**src/design/touch_irq_map.svh**
```systemverilog
`ifndef TOUCH_IRQ_MAP_SVH
`define TOUCH_IRQ_MAP_SVH
// register offsets
`define OFS_MAIN_CTL 8'h00
`define OFS_GEN_STAT 8'h02
`define OFS_SENSE_STAT 8'h03
`define OFS_NOISE_STAT 8'h0A
`define OFS_GEN_CFG 8'h20
`define OFS_SENSE_CFG 8'h22
`define OFS_SENSE_CFG2 8'h23
`define OFS_IRQ_EN 8'h27
`define OFS_REPEAT_EN 8'h28
`define OFS_SEC_CFG 8'h44
// reset values
`define RST_GEN_CFG 8'h20
`define RST_SENSE_CFG 8'hA4
`define RST_SENSE_CFG2 8'h07
`define RST_IRQ_EN 8'hFF
`define RST_REPEAT_EN 8'hFF
`define RST_SEC_CFG 8'h40
// field positions
`define BIT_INT 0
`define BIT_LF_DIS 4
`define BIT_SPIKE_DIS 5
`define BIT_REL_SEL 0
`define BIT_RF_DIS 2
`define BIT_ACAL_IEN 4
`define BIT_BLIM_IEN 5
`define BIT_RF_ONLY 7
`define BIT_GS_TOUCH 0
`define BIT_GS_PATTERN 2
`define BIT_GS_PWR 4
`define BIT_GS_ACAL 5
`define BIT_GS_BLIM 6
`define BIT_GS_RESET 7
// timing
`define CLK_NS 25
`define TICK_MS 35
`endif

```
**src/design/touch_irq_pkg.sv**
```systemverilog
package touch_irq_pkg;
    typedef logic [7:0] byte_t; // one register byte
    typedef logic [7:0][7:0] chan_bytes_t; // one byte per channel
    typedef enum {IDLE, PRESS, HELD, PWR_WAIT, PWR_DONE} press_state_e;
endpackage : touch_irq_pkg

```
**src/design/chan_evt_if.sv**
```systemverilog
`timescale 1ns/100ps
interface chan_evt_if;
    logic touched; // qualified touch level
    logic rep_en; // repeat rate enabled
    logic is_pwr; // channel is the active power button
    logic touch_evt; // pulse: new touch
    logic release_evt; // pulse: touch ended
    logic repeat_evt; // pulse: repeat period elapsed
    logic pwr_evt; // pulse: power hold time reached
    logic held; // level: press-and-hold reached
    modport ctl (output touched, rep_en, is_pwr,
        input touch_evt, release_evt, repeat_evt, pwr_evt, held);
    modport timer (input touched, rep_en, is_pwr,
        output touch_evt, release_evt, repeat_evt, pwr_evt, held);
endinterface : chan_evt_if

```
**src/design/press_timer.sv**
```systemverilog
`timescale 1ns/100ps
module press_timer (
    // clock and reset
    input wire logic clk,
    input wire logic sys_rst,
    // timebase and settings
    input wire logic tick,
    input wire logic [3:0] min_press_timer,
    input wire logic [3:0] repeat_rate,
    input wire logic [7:0] pwr_hold,
    // channel link
    chan_evt_if.timer link
);
    import touch_irq_pkg::*;

    press_state_e state_reg; // press tracking state
    logic [7:0] cnt_reg; // ticks in current phase
    logic prev_reg; // touch level one cycle ago
    logic rise; // touch begins
    logic fall; // touch ends

    assign rise = link.touched & ~prev_reg;
    assign fall = ~link.touched & prev_reg;

    // edge history
    always_ff @(posedge clk)
    begin
        if (sys_rst)
            prev_reg <= 1'b0;
        else
            prev_reg <= link.touched;
    end

    // press phases; a release at any time returns to idle
    always_ff @(posedge clk)
    begin
        if (sys_rst)
        begin
            state_reg <= IDLE;
            cnt_reg <= 8'h00;
        end
        else
        begin
            case (state_reg)
                IDLE:
                begin
                    cnt_reg <= 8'h00;
                    if (rise)
                        state_reg <= link.is_pwr ? PWR_WAIT : PRESS;
                end
                PRESS:
                begin
                    if (!link.touched)
                        state_reg <= IDLE;
                    else if (tick && link.rep_en &&
                             cnt_reg == {4'h0, min_press_timer})
                    begin
                        state_reg <= HELD;
                        cnt_reg <= 8'h00;
                    end
                    else if (tick && cnt_reg != 8'hFF)
                        cnt_reg <= cnt_reg + 8'h01;
                end
                HELD:
                begin
                    if (!link.touched)
                        state_reg <= IDLE;
                    else if (tick)
                        cnt_reg <= (cnt_reg == {4'h0, repeat_rate}) ?
                            8'h00 : cnt_reg + 8'h01;
                end
                PWR_WAIT:
                begin
                    if (!link.touched)
                        state_reg <= IDLE;
                    else if (tick && cnt_reg == pwr_hold)
                        state_reg <= PWR_DONE;
                    else if (tick)
                        cnt_reg <= cnt_reg + 8'h01;
                end
                PWR_DONE:
                begin
                    // one power event per touch
                    if (!link.touched)
                        state_reg <= IDLE;
                end
                default:
                    state_reg <= IDLE;
            endcase
        end
    end

    // events: power button never reports a touch, and reports a release only if it became the key mid-press
    assign link.touch_evt = rise & ~link.is_pwr;
    assign link.release_evt = fall &
        (state_reg == PRESS || state_reg == HELD);
    // repeats stop at once if the channel loses repeat or becomes the key
    assign link.repeat_evt = (state_reg == HELD) & link.touched & tick &
        link.rep_en & ~link.is_pwr &
        (cnt_reg == {4'h0, repeat_rate});
    assign link.pwr_evt = (state_reg == PWR_WAIT) & link.touched & tick &
        (cnt_reg == pwr_hold);
    assign link.held = (state_reg == HELD);

    pwr_quiet_a: assert property (@(posedge clk) disable iff (sys_rst)
        rise && link.is_pwr |-> !link.touch_evt ##1 state_reg == PWR_WAIT)
        else $error("power button reported an immediate touch");
    repeat_gate_a: assert property (@(posedge clk) disable iff (sys_rst)
        link.repeat_evt |-> link.rep_en && !link.is_pwr)
        else $error("repeat event without repeat enable");
endmodule : press_timer

```
**src/design/touch_noise_irq.sv**
```systemverilog
`timescale 1ns/100ps
`include "touch_irq_map.svh"
module touch_noise_irq #(
    parameter int TICK_CYCLES = `TICK_MS * 1000000 / `CLK_NS
) (
    // clock and reset
    input wire logic clk,
    input wire logic sys_rst,
    // register port from the serial protocol engine
    input wire touch_irq_pkg::byte_t reg_addr,
    input wire touch_irq_pkg::byte_t reg_wdata,
    input wire logic reg_wr,
    input wire logic reg_rd,
    output touch_irq_pkg::byte_t reg_rdata,
    // analog noise detectors, asynchronous
    input wire touch_irq_pkg::byte_t lf_noise_det,
    input wire touch_irq_pkg::byte_t rf_noise_det,
    // conversion results and thresholds
    input wire logic sample_strobe,
    input wire touch_irq_pkg::chan_bytes_t delta_cnt,
    input wire touch_irq_pkg::chan_bytes_t active_thr,
    input wire touch_irq_pkg::chan_bytes_t standby_thr,
    input wire touch_irq_pkg::byte_t noise_thr,
    input wire logic standby_state,
    // power button setup
    input wire logic pwr_en,
    input wire logic [2:0] pwr_sel,
    input wire touch_irq_pkg::byte_t pwr_hold,
    // other event sources
    input wire logic touch_pattern_match,
    input wire logic pattern_block,
    input wire logic analog_cal_fail_flag,
    input wire logic base_limit_flag,
    // results
    output touch_irq_pkg::byte_t sample_discard,
    output touch_irq_pkg::byte_t recal_exclude,
    output touch_irq_pkg::byte_t hold_status,
    output logic alert_n
);
    import touch_irq_pkg::*;

    generate
        if (TICK_CYCLES < 1)
        begin : bad_tick
            $error("TICK_CYCLES must be at least one");
        end
    endgenerate

    byte_t gen_cfg_reg; // general configuration
    byte_t sec_cfg_reg; // secondary configuration
    byte_t sense_cfg_reg; // repeat rate in low nibble
    byte_t sense_cfg2_reg; // minimum press timer in low nibble
    byte_t irq_en_reg; // per-channel interrupt enable
    byte_t repeat_en_reg; // per-channel repeat enable
    byte_t gen_stat_reg; // sticky general status
    byte_t sense_stat_reg; // sticky touch status
    byte_t noise_stat_reg; // sticky noise flags
    byte_t touched_reg; // qualified touch per channel
    byte_t lf_meta_reg; // first sync stage
    byte_t lf_sync_reg; // second sync stage
    byte_t rf_meta_reg;
    byte_t rf_sync_reg;
    logic int_reg; // interrupt bit
    logic rst_pend_reg; // reset event still to report
    logic [31:0] tick_cnt_reg; // timebase divider
    logic tick; // one-cycle timebase enable
    byte_t discard; // sample thrown away
    byte_t flag_set; // noise flag source
    byte_t spike; // noise spike class
    byte_t over_thr; // above touch threshold
    byte_t chan_irq; // channel interrupt request
    byte_t pwr_hit; // power hold reached
    logic int_clr; // host writes interrupt bit to zero
    logic any_evt;
    logic acal_irq;
    logic blim_irq;
    logic pwr_irq;

    chan_evt_if link [8] ();

    // strict greater-than decode used by touch and spike tests
    function automatic logic exceeds(input byte_t val, input byte_t lim);
        exceeds = (val > lim);
    endfunction : exceeds

    // noise detectors arrive from the analog side
    always_ff @(posedge clk)
    begin
        if (sys_rst)
        begin
            lf_meta_reg <= 8'h00;
            lf_sync_reg <= 8'h00;
            rf_meta_reg <= 8'h00;
            rf_sync_reg <= 8'h00;
        end
        else
        begin
            lf_meta_reg <= lf_noise_det;
            lf_sync_reg <= lf_meta_reg;
            rf_meta_reg <= rf_noise_det;
            rf_sync_reg <= rf_meta_reg;
        end
    end

    // shared timebase for press, repeat and power timers
    always_ff @(posedge clk)
    begin
        if (sys_rst || tick)
            tick_cnt_reg <= 32'h0;
        else
            tick_cnt_reg <= tick_cnt_reg + 32'h1;
    end
    assign tick = (tick_cnt_reg == 32'(TICK_CYCLES - 1));

    // per-channel qualification and timers
    generate
        for (genvar c = 0; c < 8; c++)
        begin : chan
            byte_t thr;
            assign thr = standby_state ? standby_thr[c] : active_thr[c];
            assign discard[c] =
                (lf_sync_reg[c] & ~gen_cfg_reg[`BIT_LF_DIS]) |
                (rf_sync_reg[c] & ~sec_cfg_reg[`BIT_RF_DIS]);
            assign flag_set[c] = sec_cfg_reg[`BIT_RF_ONLY] ?
                rf_sync_reg[c] :
                (lf_sync_reg[c] | rf_sync_reg[c]);
            assign over_thr[c] = exceeds(delta_cnt[c], thr);
            assign spike[c] = exceeds(delta_cnt[c], noise_thr) &
                ~over_thr[c];
            assign link[c].touched = touched_reg[c];
            assign link[c].rep_en = repeat_en_reg[c];
            assign link[c].is_pwr = pwr_en && (pwr_sel == 3'(c));
            assign chan_irq[c] = irq_en_reg[c] & (link[c].touch_evt |
                link[c].repeat_evt | (link[c].release_evt &
                ~sec_cfg_reg[`BIT_REL_SEL]));
            assign pwr_hit[c] = link[c].pwr_evt;
            assign hold_status[c] = link[c].held;

            press_timer u_timer (
                .clk(clk),
                .sys_rst(sys_rst),
                .tick(tick),
                .min_press_timer(sense_cfg2_reg[3:0]),
                .repeat_rate(sense_cfg_reg[3:0]),
                .pwr_hold(pwr_hold),
                .link(link[c])
            );
        end
    endgenerate

    // touch decision only from kept samples; pattern events block touches
    always_ff @(posedge clk)
    begin
        if (sys_rst)
            touched_reg <= 8'h00;
        else if (sample_strobe)
            touched_reg <= (touched_reg & discard) |
                (over_thr & ~discard & {8{~pattern_block}});
    end

    // per-sample side outputs for the recalibration engine
    always_ff @(posedge clk)
    begin
        if (sys_rst)
        begin
            sample_discard <= 8'h00;
            recal_exclude <= 8'h00;
        end
        else
        begin
            sample_discard <= sample_strobe ? discard : 8'h00;
            recal_exclude <= sample_strobe ? (discard | (spike &
                {8{gen_cfg_reg[`BIT_SPIKE_DIS]}})) : 8'h00;
        end
    end

    assign int_clr = reg_wr && reg_addr == `OFS_MAIN_CTL &&
        !reg_wdata[`BIT_INT];
    assign acal_irq = analog_cal_fail_flag &
        sec_cfg_reg[`BIT_ACAL_IEN];
    assign blim_irq = base_limit_flag & sec_cfg_reg[`BIT_BLIM_IEN];
    assign pwr_irq = |pwr_hit;
    assign any_evt = (|chan_irq) | pwr_irq | touch_pattern_match |
        acal_irq | blim_irq | rst_pend_reg;

    // reset is reported once, on the first cycle after release
    always_ff @(posedge clk)
    begin
        if (sys_rst)
            rst_pend_reg <= 1'b1;
        else
            rst_pend_reg <= 1'b0;
    end

    // interrupt bit and alert flop share one next value
    always_ff @(posedge clk)
    begin
        if (sys_rst)
        begin
            int_reg <= 1'b0;
            alert_n <= 1'b1;
        end
        else if (any_evt)
        begin
            int_reg <= 1'b1;
            alert_n <= 1'b0;
        end
        else if (int_clr)
        begin
            int_reg <= 1'b0;
            alert_n <= 1'b1;
        end
    end

    // sticky status; set beats the host clear in the same cycle
    always_ff @(posedge clk)
    begin
        if (sys_rst)
        begin
            gen_stat_reg <= 8'h00;
            sense_stat_reg <= 8'h00;
            noise_stat_reg <= 8'h00;
        end
        else
        begin
            gen_stat_reg <= (int_clr ? 8'h00 : gen_stat_reg) |
                ({7'h0, |touched_reg} << `BIT_GS_TOUCH) |
                ({7'h0, touch_pattern_match} << `BIT_GS_PATTERN) |
                ({7'h0, pwr_irq} << `BIT_GS_PWR) |
                ({7'h0, analog_cal_fail_flag} << `BIT_GS_ACAL) |
                ({7'h0, base_limit_flag} << `BIT_GS_BLIM) |
                ({7'h0, rst_pend_reg} << `BIT_GS_RESET);
            // a released key stays visible until the next clear
            sense_stat_reg <= (int_clr ? touched_reg : sense_stat_reg) |
                (touched_reg & ~{8{pwr_en}}) | pwr_hit;
            noise_stat_reg <= (int_clr ? 8'h00 : noise_stat_reg) |
                (sample_strobe ? flag_set : 8'h00);
        end
    end

    // host-writable configuration
    always_ff @(posedge clk)
    begin
        if (sys_rst)
        begin
            gen_cfg_reg <= `RST_GEN_CFG;
            sec_cfg_reg <= `RST_SEC_CFG;
            sense_cfg_reg <= `RST_SENSE_CFG;
            sense_cfg2_reg <= `RST_SENSE_CFG2;
            irq_en_reg <= `RST_IRQ_EN;
            repeat_en_reg <= `RST_REPEAT_EN;
        end
        else if (reg_wr)
        begin
            case (reg_addr)
                `OFS_GEN_CFG: gen_cfg_reg <= reg_wdata;
                `OFS_SEC_CFG: sec_cfg_reg <= reg_wdata;
                `OFS_SENSE_CFG: sense_cfg_reg <= reg_wdata;
                `OFS_SENSE_CFG2: sense_cfg2_reg <= reg_wdata;
                `OFS_IRQ_EN: irq_en_reg <= reg_wdata;
                `OFS_REPEAT_EN: repeat_en_reg <= reg_wdata;
                default: ; // read-only and unmapped writes are dropped
            endcase
        end
    end

    // read data; unmapped offsets read zero
    always_ff @(posedge clk)
    begin
        if (sys_rst)
            reg_rdata <= 8'h00;
        else if (reg_rd)
        begin
            case (reg_addr)
                `OFS_MAIN_CTL: reg_rdata <= {7'h0, int_reg} << `BIT_INT;
                `OFS_GEN_STAT: reg_rdata <= gen_stat_reg;
                `OFS_SENSE_STAT: reg_rdata <= sense_stat_reg;
                `OFS_NOISE_STAT: reg_rdata <= noise_stat_reg;
                `OFS_GEN_CFG: reg_rdata <= gen_cfg_reg;
                `OFS_SEC_CFG: reg_rdata <= sec_cfg_reg;
                `OFS_SENSE_CFG: reg_rdata <= sense_cfg_reg;
                `OFS_SENSE_CFG2: reg_rdata <= sense_cfg2_reg;
                `OFS_IRQ_EN: reg_rdata <= irq_en_reg;
                `OFS_REPEAT_EN: reg_rdata <= repeat_en_reg;
                default: reg_rdata <= 8'h00;
            endcase
        end
    end

    lf_discard_a: assert property (@(posedge clk) disable iff (sys_rst)
        sample_strobe && lf_sync_reg[0] && !gen_cfg_reg[`BIT_LF_DIS]
        |=> sample_discard[0] && touched_reg[0] == $past(touched_reg[0]))
        else $error("low-frequency noisy sample was used");
    rf_discard_a: assert property (@(posedge clk) disable iff (sys_rst)
        sample_strobe && rf_sync_reg[0] && !sec_cfg_reg[`BIT_RF_DIS]
        |=> touched_reg[0] == $past(touched_reg[0]))
        else $error("rf noisy sample changed touch state");
    any_flag_a: assert property (@(posedge clk) disable iff (sys_rst)
        sample_strobe && !sec_cfg_reg[`BIT_RF_ONLY] && lf_sync_reg[1]
        |=> noise_stat_reg[1])
        else $error("noise flag missed with any-noise select");
    rf_only_a: assert property (@(posedge clk) disable iff (sys_rst)
        sample_strobe && sec_cfg_reg[`BIT_RF_ONLY] && !rf_sync_reg[2] &&
        !noise_stat_reg[2] |=> !noise_stat_reg[2])
        else $error("noise flag set without rf noise");
    spike_skip_a: assert property (@(posedge clk) disable iff (sys_rst)
        sample_strobe && spike[3] && gen_cfg_reg[`BIT_SPIKE_DIS]
        |=> recal_exclude[3])
        else $error("noise spike kept for recalibration");
    int_alert_a: assert property (@(posedge clk) disable iff (sys_rst)
        any_evt |=> int_reg && !alert_n)
        else $error("event did not raise interrupt and alert");
    alert_hold_a: assert property (@(posedge clk) disable iff (sys_rst)
        !alert_n && !int_clr |=> !alert_n)
        else $error("alert released without host clear");
    alert_level_a: assert property (@(posedge clk) disable iff (sys_rst)
        alert_n == !int_reg)
        else $error("alert does not mirror interrupt bit");
    chan_gate_a: assert property (@(posedge clk) disable iff (sys_rst)
        !irq_en_reg[4] |-> !chan_irq[4])
        else $error("disabled channel requested interrupt");
    cal_gate_a: assert property (@(posedge clk) disable iff (sys_rst)
        acal_irq |-> sec_cfg_reg[`BIT_ACAL_IEN] ##1 int_reg)
        else $error("calibration failure interrupt misgated");
    reset_irq_a: assert property (@(posedge clk) disable iff (sys_rst)
        $fell(sys_rst) |=> !alert_n && gen_stat_reg[`BIT_GS_RESET])
        else $error("reset event not reported");
    pwr_stat_a: assert property (@(posedge clk) disable iff (sys_rst)
        pwr_irq |=> gen_stat_reg[`BIT_GS_PWR] && int_reg)
        else $error("power hold not reported");
endmodule : touch_noise_irq

```
**config.mk**
```make
export PLATFORM = sky130hd
export DESIGN_NAME = touch_noise_irq
export DESIGN_NICKNAME = d
export VERILOG_FILES = /design/src/design/touch_irq_pkg.sv /design/src/design/chan_evt_if.sv /design/src/design/press_timer.sv /design/src/design/touch_noise_irq.sv
export VERILOG_INCLUDE_DIRS = /design/src /design/src/design
export SDC_FILE = /design/constraint.sdc
export NUM_CORES = 1
export LEC_CHECK = 0
export ABC_AREA = 1
export ABC_CLOCK_PERIOD_IN_PS = 3050
export BUFFER_PORTS_ARGS = -buffer_cell sky130_fd_sc_hd__buf_2
export CORE_MARGIN = 3
export CORE_UTILIZATION = 31
export CTS_BUF_LIST = sky130_fd_sc_hd__clkbuf_8
export CTS_CLUSTER_SIZE = 14
export DETAILED_ROUTE_END_ITERATION = 7
export SYNTH_ARGS = -nofsm -noshare
export SYNTH_HDL_FRONTEND = slang
export SYNTH_SLANG_ARGS = --single-unit
```
**constraint.sdc**
```tcl
create_clock -name clk -period 3.05 [get_ports clk]
set_input_delay 0.305 -clock clk [delete_from_list [all_inputs] [get_ports clk]]
set_output_delay 0.305 -clock clk [all_outputs]
set_load 0.02 [all_outputs]
```
After elaboration in Yosys (flattened, before gate mapping)
Index checks and enable logic that the tools add are counted.
Storage, ports and cells
  word-level logic and storage cells: 768
  input bits: 254
  bits in registers: 499
Operators by class
  equal/unequal tests: 193
  reductions and logical operators: 105
  add/sub/neg operators: 9
  mux-type cells: 170
  bitwise gates (word level): 230
  order comparisons: 16
Operators with widths (count)
  $mux 32: 48
  $pmux 32 s4: 8
  $eq 32x2->1 const B: 24
  $eq 32x3->1 const B: 24
  $mux 8: 84
  $eq 32x1->1 const B: 8
  $logic_not 32->1: 8
  $pmux 8 s4: 8
  $and 1x1->1: 138
  $eq 8x4->1: 16
  $gt 8x8->1: 16
  $ne 2x2->1 const B: 54
  $pmux 8 s10: 1
  $add 8x1->8 const B: 8
  $eq 8x8->1: 8
  $ne 8x8->1 const B: 8
  $reduce_and 8->1: 8
  $ne 3x2->1 const B: 16
  $or 8x8->8: 6
  $logic_and 1x1->1: 42
  $and 8x8->8: 5
  $eq 8x6->1 const B: 5
  $not 1->1: 37
  $or 1x1->1: 37
  28 further kinds: 106

Logic depth before layout (Yosys ltp)
  depth in word-level cells: 16
  gate-level depth with buffers: 16
  mapped depth without buffers: 15

Cells and area by module
Synthesis repeated with hierarchy kept, for this count alone.
Second synthesis, totals
  cells, all modules: 3238
  area total of the unflattened synthesis: 20746.1 um^2
By module, submodules not included
  touch_noise_irq: area each 11036.8 um^2, times used 1, seq. area each 3383.2 um^2, cells an instance 1542
  press_timer: area each 1213.7 um^2, times used 8, seq. area each 240.2 um^2, cells an instance 212

Least setup slack after synthesis
No wires, ideal clock.
  path type: input port to flip-flop
  start point: in standby_state
  end point: reg recal_exclude[3]
  setup slack: 0.682 ns
  arrival time: 2.297 ns
  data required time: 2.979 ns
  stages on the path: 11
  path buffers: 2
  path through: clkbuf_1 > clkbuf_1 > mux2i_1 > ha_1 > a21oi_1 > o21ai_0 > nand2_1 > o211ai_1 > a221oi_1 > nand2_1 > a21oi_1
Between the ends
  longest elaborated chain between the ends: 6
Ends and longest elaborated chain
  start, declared: line touch_noise_irq.sv:24  | input wire logic standby_state,
  $mux 8: line touch_noise_irq.sv:120  | assign thr = standby_state ? standby_thr[c] : active_thr[c];
  $gt 8x8->1: line touch_noise_irq.sv:83  | exceeds = (val > lim);
  $not 1->1: line touch_noise_irq.sv:129  | ~over_thr[c];
  $and 1x1->1: line touch_noise_irq.sv:128  | assign spike[c] = exceeds(delta_cnt[c], noise_thr) &
  $and 8x8->8: line touch_noise_irq.sv:172  | recal_exclude <= sample_strobe ? (discard | (spike &
  $or 8x8->8: line touch_noise_irq.sv:172
  end signal, assigned: line touch_noise_irq.sv:172
  end, declared: line touch_noise_irq.sv:36  | output touch_irq_pkg::byte_t recal_exclude,
Every way passes these cells.
A chain may end at the register's enable or synchronous reset.

Final worst setup path
  start point: reg tick_cnt_reg[0]
  end point: reg chan[4].u_timer.cnt_reg[1]
Between the ends
  longest elaborated chain between the ends: 6
  elaborated cells on any way between the ends: 13
Ends and longest elaborated chain
  start, declared: line touch_noise_irq.sv:65  | logic [31:0] tick_cnt_reg;
  start signal, assigned: line touch_noise_irq.sv:111  | tick_cnt_reg <= tick_cnt_reg + 32'h1;
  $eq 32x21->1 *: line touch_noise_irq.sv:113  | assign tick = (tick_cnt_reg == 32'(TICK_CYCLES - 1));
  $logic_and 1x1->1 (2 in a row): line press_timer.sv:55  | else if (tick && link.rep_en &&
  $mux 8: line press_timer.sv:55
  $mux 8: line press_timer.sv:53  | if (!link.touched)
  $pmux 8 s4: line press_timer.sv:44  | case (state_reg)
  end signal, assigned: line press_timer.sv:62  | cnt_reg <= cnt_reg + 8'h01;
  end signal, assigned: line press_timer.sv:69  | cnt_reg <= (cnt_reg == {4'h0, repeat_rate}) ?
  end signal, assigned: line press_timer.sv:79  | cnt_reg <= cnt_reg + 8'h01;
  end, declared: line press_timer.sv:17  | logic [7:0] cnt_reg;
Every way passes the cells marked *; elsewhere a longest branch is shown, timed or not. The select of a mux whose other input is x is not followed.

==> impl_metrics.toml <==
[setup_path]
cp-end-kind = "register"
crit_arrival_ns = 3.06
r2r_start = "tick_cnt_reg[0]"
rrSetupSlack_ns = 0.53
r2r-end = "chan[4].u_timer.cnt_reg[1]"
critPathMaxFanout = 26
crit_required_ns = 3.59
path_class = "reg2reg"
cp-startpoint = "tick_cnt_reg[0]"
rr_worst_depth = 11
cp-start-kind = "register"

[detailed_routing]
first_pass_iters = 6
viasPerCell = 5.000
drtIter0Drc = 1384
vias = 18660
wl_per_cell_um = 18.02
detail-route-antenna-nets = 0
wirelength_um = 67270
drc = 0

[yosys]
synth_nets = 3002
synth_mux_area_frac = 0.03564
synth_area_leaders = "dfxtp_1 29%, ha_1 9.4%, nand2_1 8.8%, inv_1 6.9%, nor2_1 6.5%"
synth-edff-count = 0
syn_area_sq_um = 18260
syn_inst = 2611
async_flop_share = 0
synth_cell_types = 61
synthAdderAreaFrac = 0.09390
synth-main-ff-cell = "dfxtp_1"
yosysTopAreaCellShare = 0.2906
synth-seq-cells = 265
synth_area_per_cell_sq_um = 6.992
synth-seq-area-share = 0.2906
yosysTopAreaCell = "dfxtp_1"
synth_top_family_by_area = "simple AND/OR/NAND/NOR gates"
synth_xor_area_frac = 0.06141
synth_compound_area_frac = 0.1768
yosys_warnings = 0
yosys.area_share.simple = 0.2456

[final_layout]
nFillCells = 6245
syn_to_final_growth_pct = 20.10
finalNonFillerCells = 3732
post-route-util = 0.3778
nets = 3322
multi_input_area_sq_um = 11200
largest_register_ffs = 64
final-seq-area_sq_um = 5305
drive_gt1_frac = 0.1559
final_cell_area_sq_um = 21920

[outcome]
status = "finished, final reports clean"

[timing]
maxSlewViolCount = 0
hold_viol = 0
min_period_ns = 2.520
maxSlewHeadroom = 0.4789
min_period_over_period = 0.8262
rsz0062_at_grt = "false"
tns_ns = 0
finClkSkew_ns = 0.05687
whs_ns = 0.05669
tightest_slew_ns = 0.7806
setup_viol = 0
clock.fmax_mhz = 396.8

[placement]
numPortBuffers = 286
place.gp.congestion = 0.9264
dp_cells = 3615
dp.final_hpwl_um = 53250
place_area_sq_um = 20580

[cts]
numCtsBuffers = 47
clock_path_buffers = 3
insertion_delay_ns = 0.67
cts_root_buffer = "clkbuf_8"
clock_sinks = 265
cts_resized = 0
cts_tree = "built"
clk_pin_slew_worst_paths_ns = 0.06
cts.htree.levels = 2

[power]
vdd_drop_max_mv = 0.2852
clkPwrFrac = 0.317
p_sw_mw = 4.420
p_sw_frac = 0.3834
combPwrFrac = 0.332
p_leak_nw = 9.757
intPower_mw = 7.108
seq_power_share = 0.351
p_per_area_nw_per_um2 = 525.8

[global_route]
antenna_found_initial = 2
grt_pass1_wl_um = 101800
grtUsageTotal = 0.2088
grt_max_degree = 45
grt_remaining_overflow = 0
grt_pass1_vias = 17450

[hold_path]
worstHoldEndpoint = "sense_cfg2_reg[3]"
hp-start = "reg_wdata[3]"
hold_class = "in2reg"
whs_path_depth = 3

[die]
die_w_um = 248.7
io_pins = 287
num_rows = 88
initial_core_util = 0.3146
die_h_um = 248.7
die_area_sq_um = 61830
coreArea_sq_um = 58030

[flow_run]
cap_violations = 0
## Yosys cell counts, types with 6 or more instances
library cell / n
buf_4: 13
xnor2_1: 60
a21oi_1: 216
a221oi_1: 16
a211oi_1: 6
o211ai_1: 36
o21ai_2: 6
o32ai_1: 8
ha_1: 137
buf_1: 6
inv_1: 338
mux2i_1: 56
nand4_1: 48
nand3_1: 107
xor2_1: 68
clkbuf_1: 48
buf_2: 20
nand3_2: 6
nor4_1: 11
o21ai_0: 152
mux2_2: 8
o2111ai_1: 8
nand2_1: 429
o21ai_1: 22
a31oi_1: 13
o22ai_1: 25
dfxtp_1: 265
nor3_1: 55
nor2_2: 6
nor2_4: 6
nor3b_1: 17
inv_2: 8
nor2_1: 317
## cell usage in the layout (no fill, tap or decap), types with 8 or more instances in the layout
cell and count:
nand2_1 429, inv_1 354, nor2_1 317, buf_2 284, dfxtp_1 265, a21oi_1 216, o21ai_0 152, ha_1 137
nand3_1 107, xor2_1 68, xnor2_1 60, mux2i_1 56, clkbuf_8 56, nor3_1 54, nand4_1 48, buf_4 43
o211ai_1 36, dlygate4sd3_1 32, o22ai_1 25, o21ai_1 22, nor3b_1 17, a221oi_1 16, a31oi_1 13, nor4_1 11
inv_2 9, mux2_2 8, o32ai_1 8, o2111ai_1 8
## worst max-delay path: stages (launching register included)
cell and delay, ns:
dfxtp_1 0.35, ha_1 0.22, nand2_1 0.09, nor2_2 0.13, nand3_1 0.13, nor2_4 0.12, buf_4 0.34, nand4_1 0.20
a21boi_1 0.39, inv_1 0.11, o21ai_0 0.25, nor2_1 0.07
## area by class of cell
class,count,share of cell area
clock buffers,56,0.03515
multi-input cells,1905,0.5109
flip-flops and latches,265,0.2420
repair buffers,362,0.09690
well taps,765,0.04366
clock inverters,26,0.01113
diodes,3,0.0003424
inverters,350,0.05992
## through the flow
| step | setup WS (ns) | power, mW |
|---|---|---|
| 4_1_cts | 0.5594 | 11.59 |
| 3_3_place_gp | 0.5568 | 7.869 |
| 3_5_place_dp | 0.5429 | 7.870 |
| 2_1_floorplan | 0.6821 | 6.918 |
| 5_1_grt | 0.3035 | 12.31 |
| 6_report | 0.5300 | 11.53 |
## what timing repair did
item,4_1_cts,5_1_grt
buffers inserted,0,0
hold buffers,32,0
endpoints found under the setup margin,0,0
endpoints found under the hold margin,37,0
## worst max path at each step
stage and endpoint:
3_5_place_dp chan[4].u_timer.cnt_reg[1], 3_3_place_gp recal_exclude[0], 2_1_floorplan recal_exclude[3], 5_1_grt chan[4].u_timer.cnt_reg[1], 6_report chan[4].u_timer.cnt_reg[1], 4_1_cts chan[4].u_timer.cnt_reg[1]
## per-layer routing
layer	track usage	vias to the layer above	routed length (um)
met5	0	-	0
met4	0.06953	0	2116
met3	0.03797	111	4958
met2	0.3607	689	31990
met1	0.2615	8458	28210
li1	-	9401	-
## power groups by stage
| stage | clock [mW] | sequential (mW) | combinational [mW] |
|---|---|---|---|
| 2_1_floorplan | 0 | 3.99 | 2.93 |
| 3_3_place_gp | 0 | 4.11 | 3.76 |
| 3_5_place_dp | 0 | 4.11 | 3.76 |
| 4_1_cts | 3.74 | 4.04 | 3.81 |
| 5_1_grt | 3.88 | 4.08 | 4.35 |
| 6_report | 3.65 | 4.04 | 3.83 |
## cell families (layout without fill, tap and decap cells)
kind of cell             count (synthesis)  count (layout)
AND/OR/NAND/NOR                       1025            1025
buffers and inverters                  441             794
adder cells (fa/ha/maj)                137             137
other                                    0               3
XOR/XNOR                               128             128
flip-flops                             265             265
multiplexers                            64              64
AO/OA/AOI/OAI                          551             551
No activity file was read; power rests on OpenSTA's default activity.
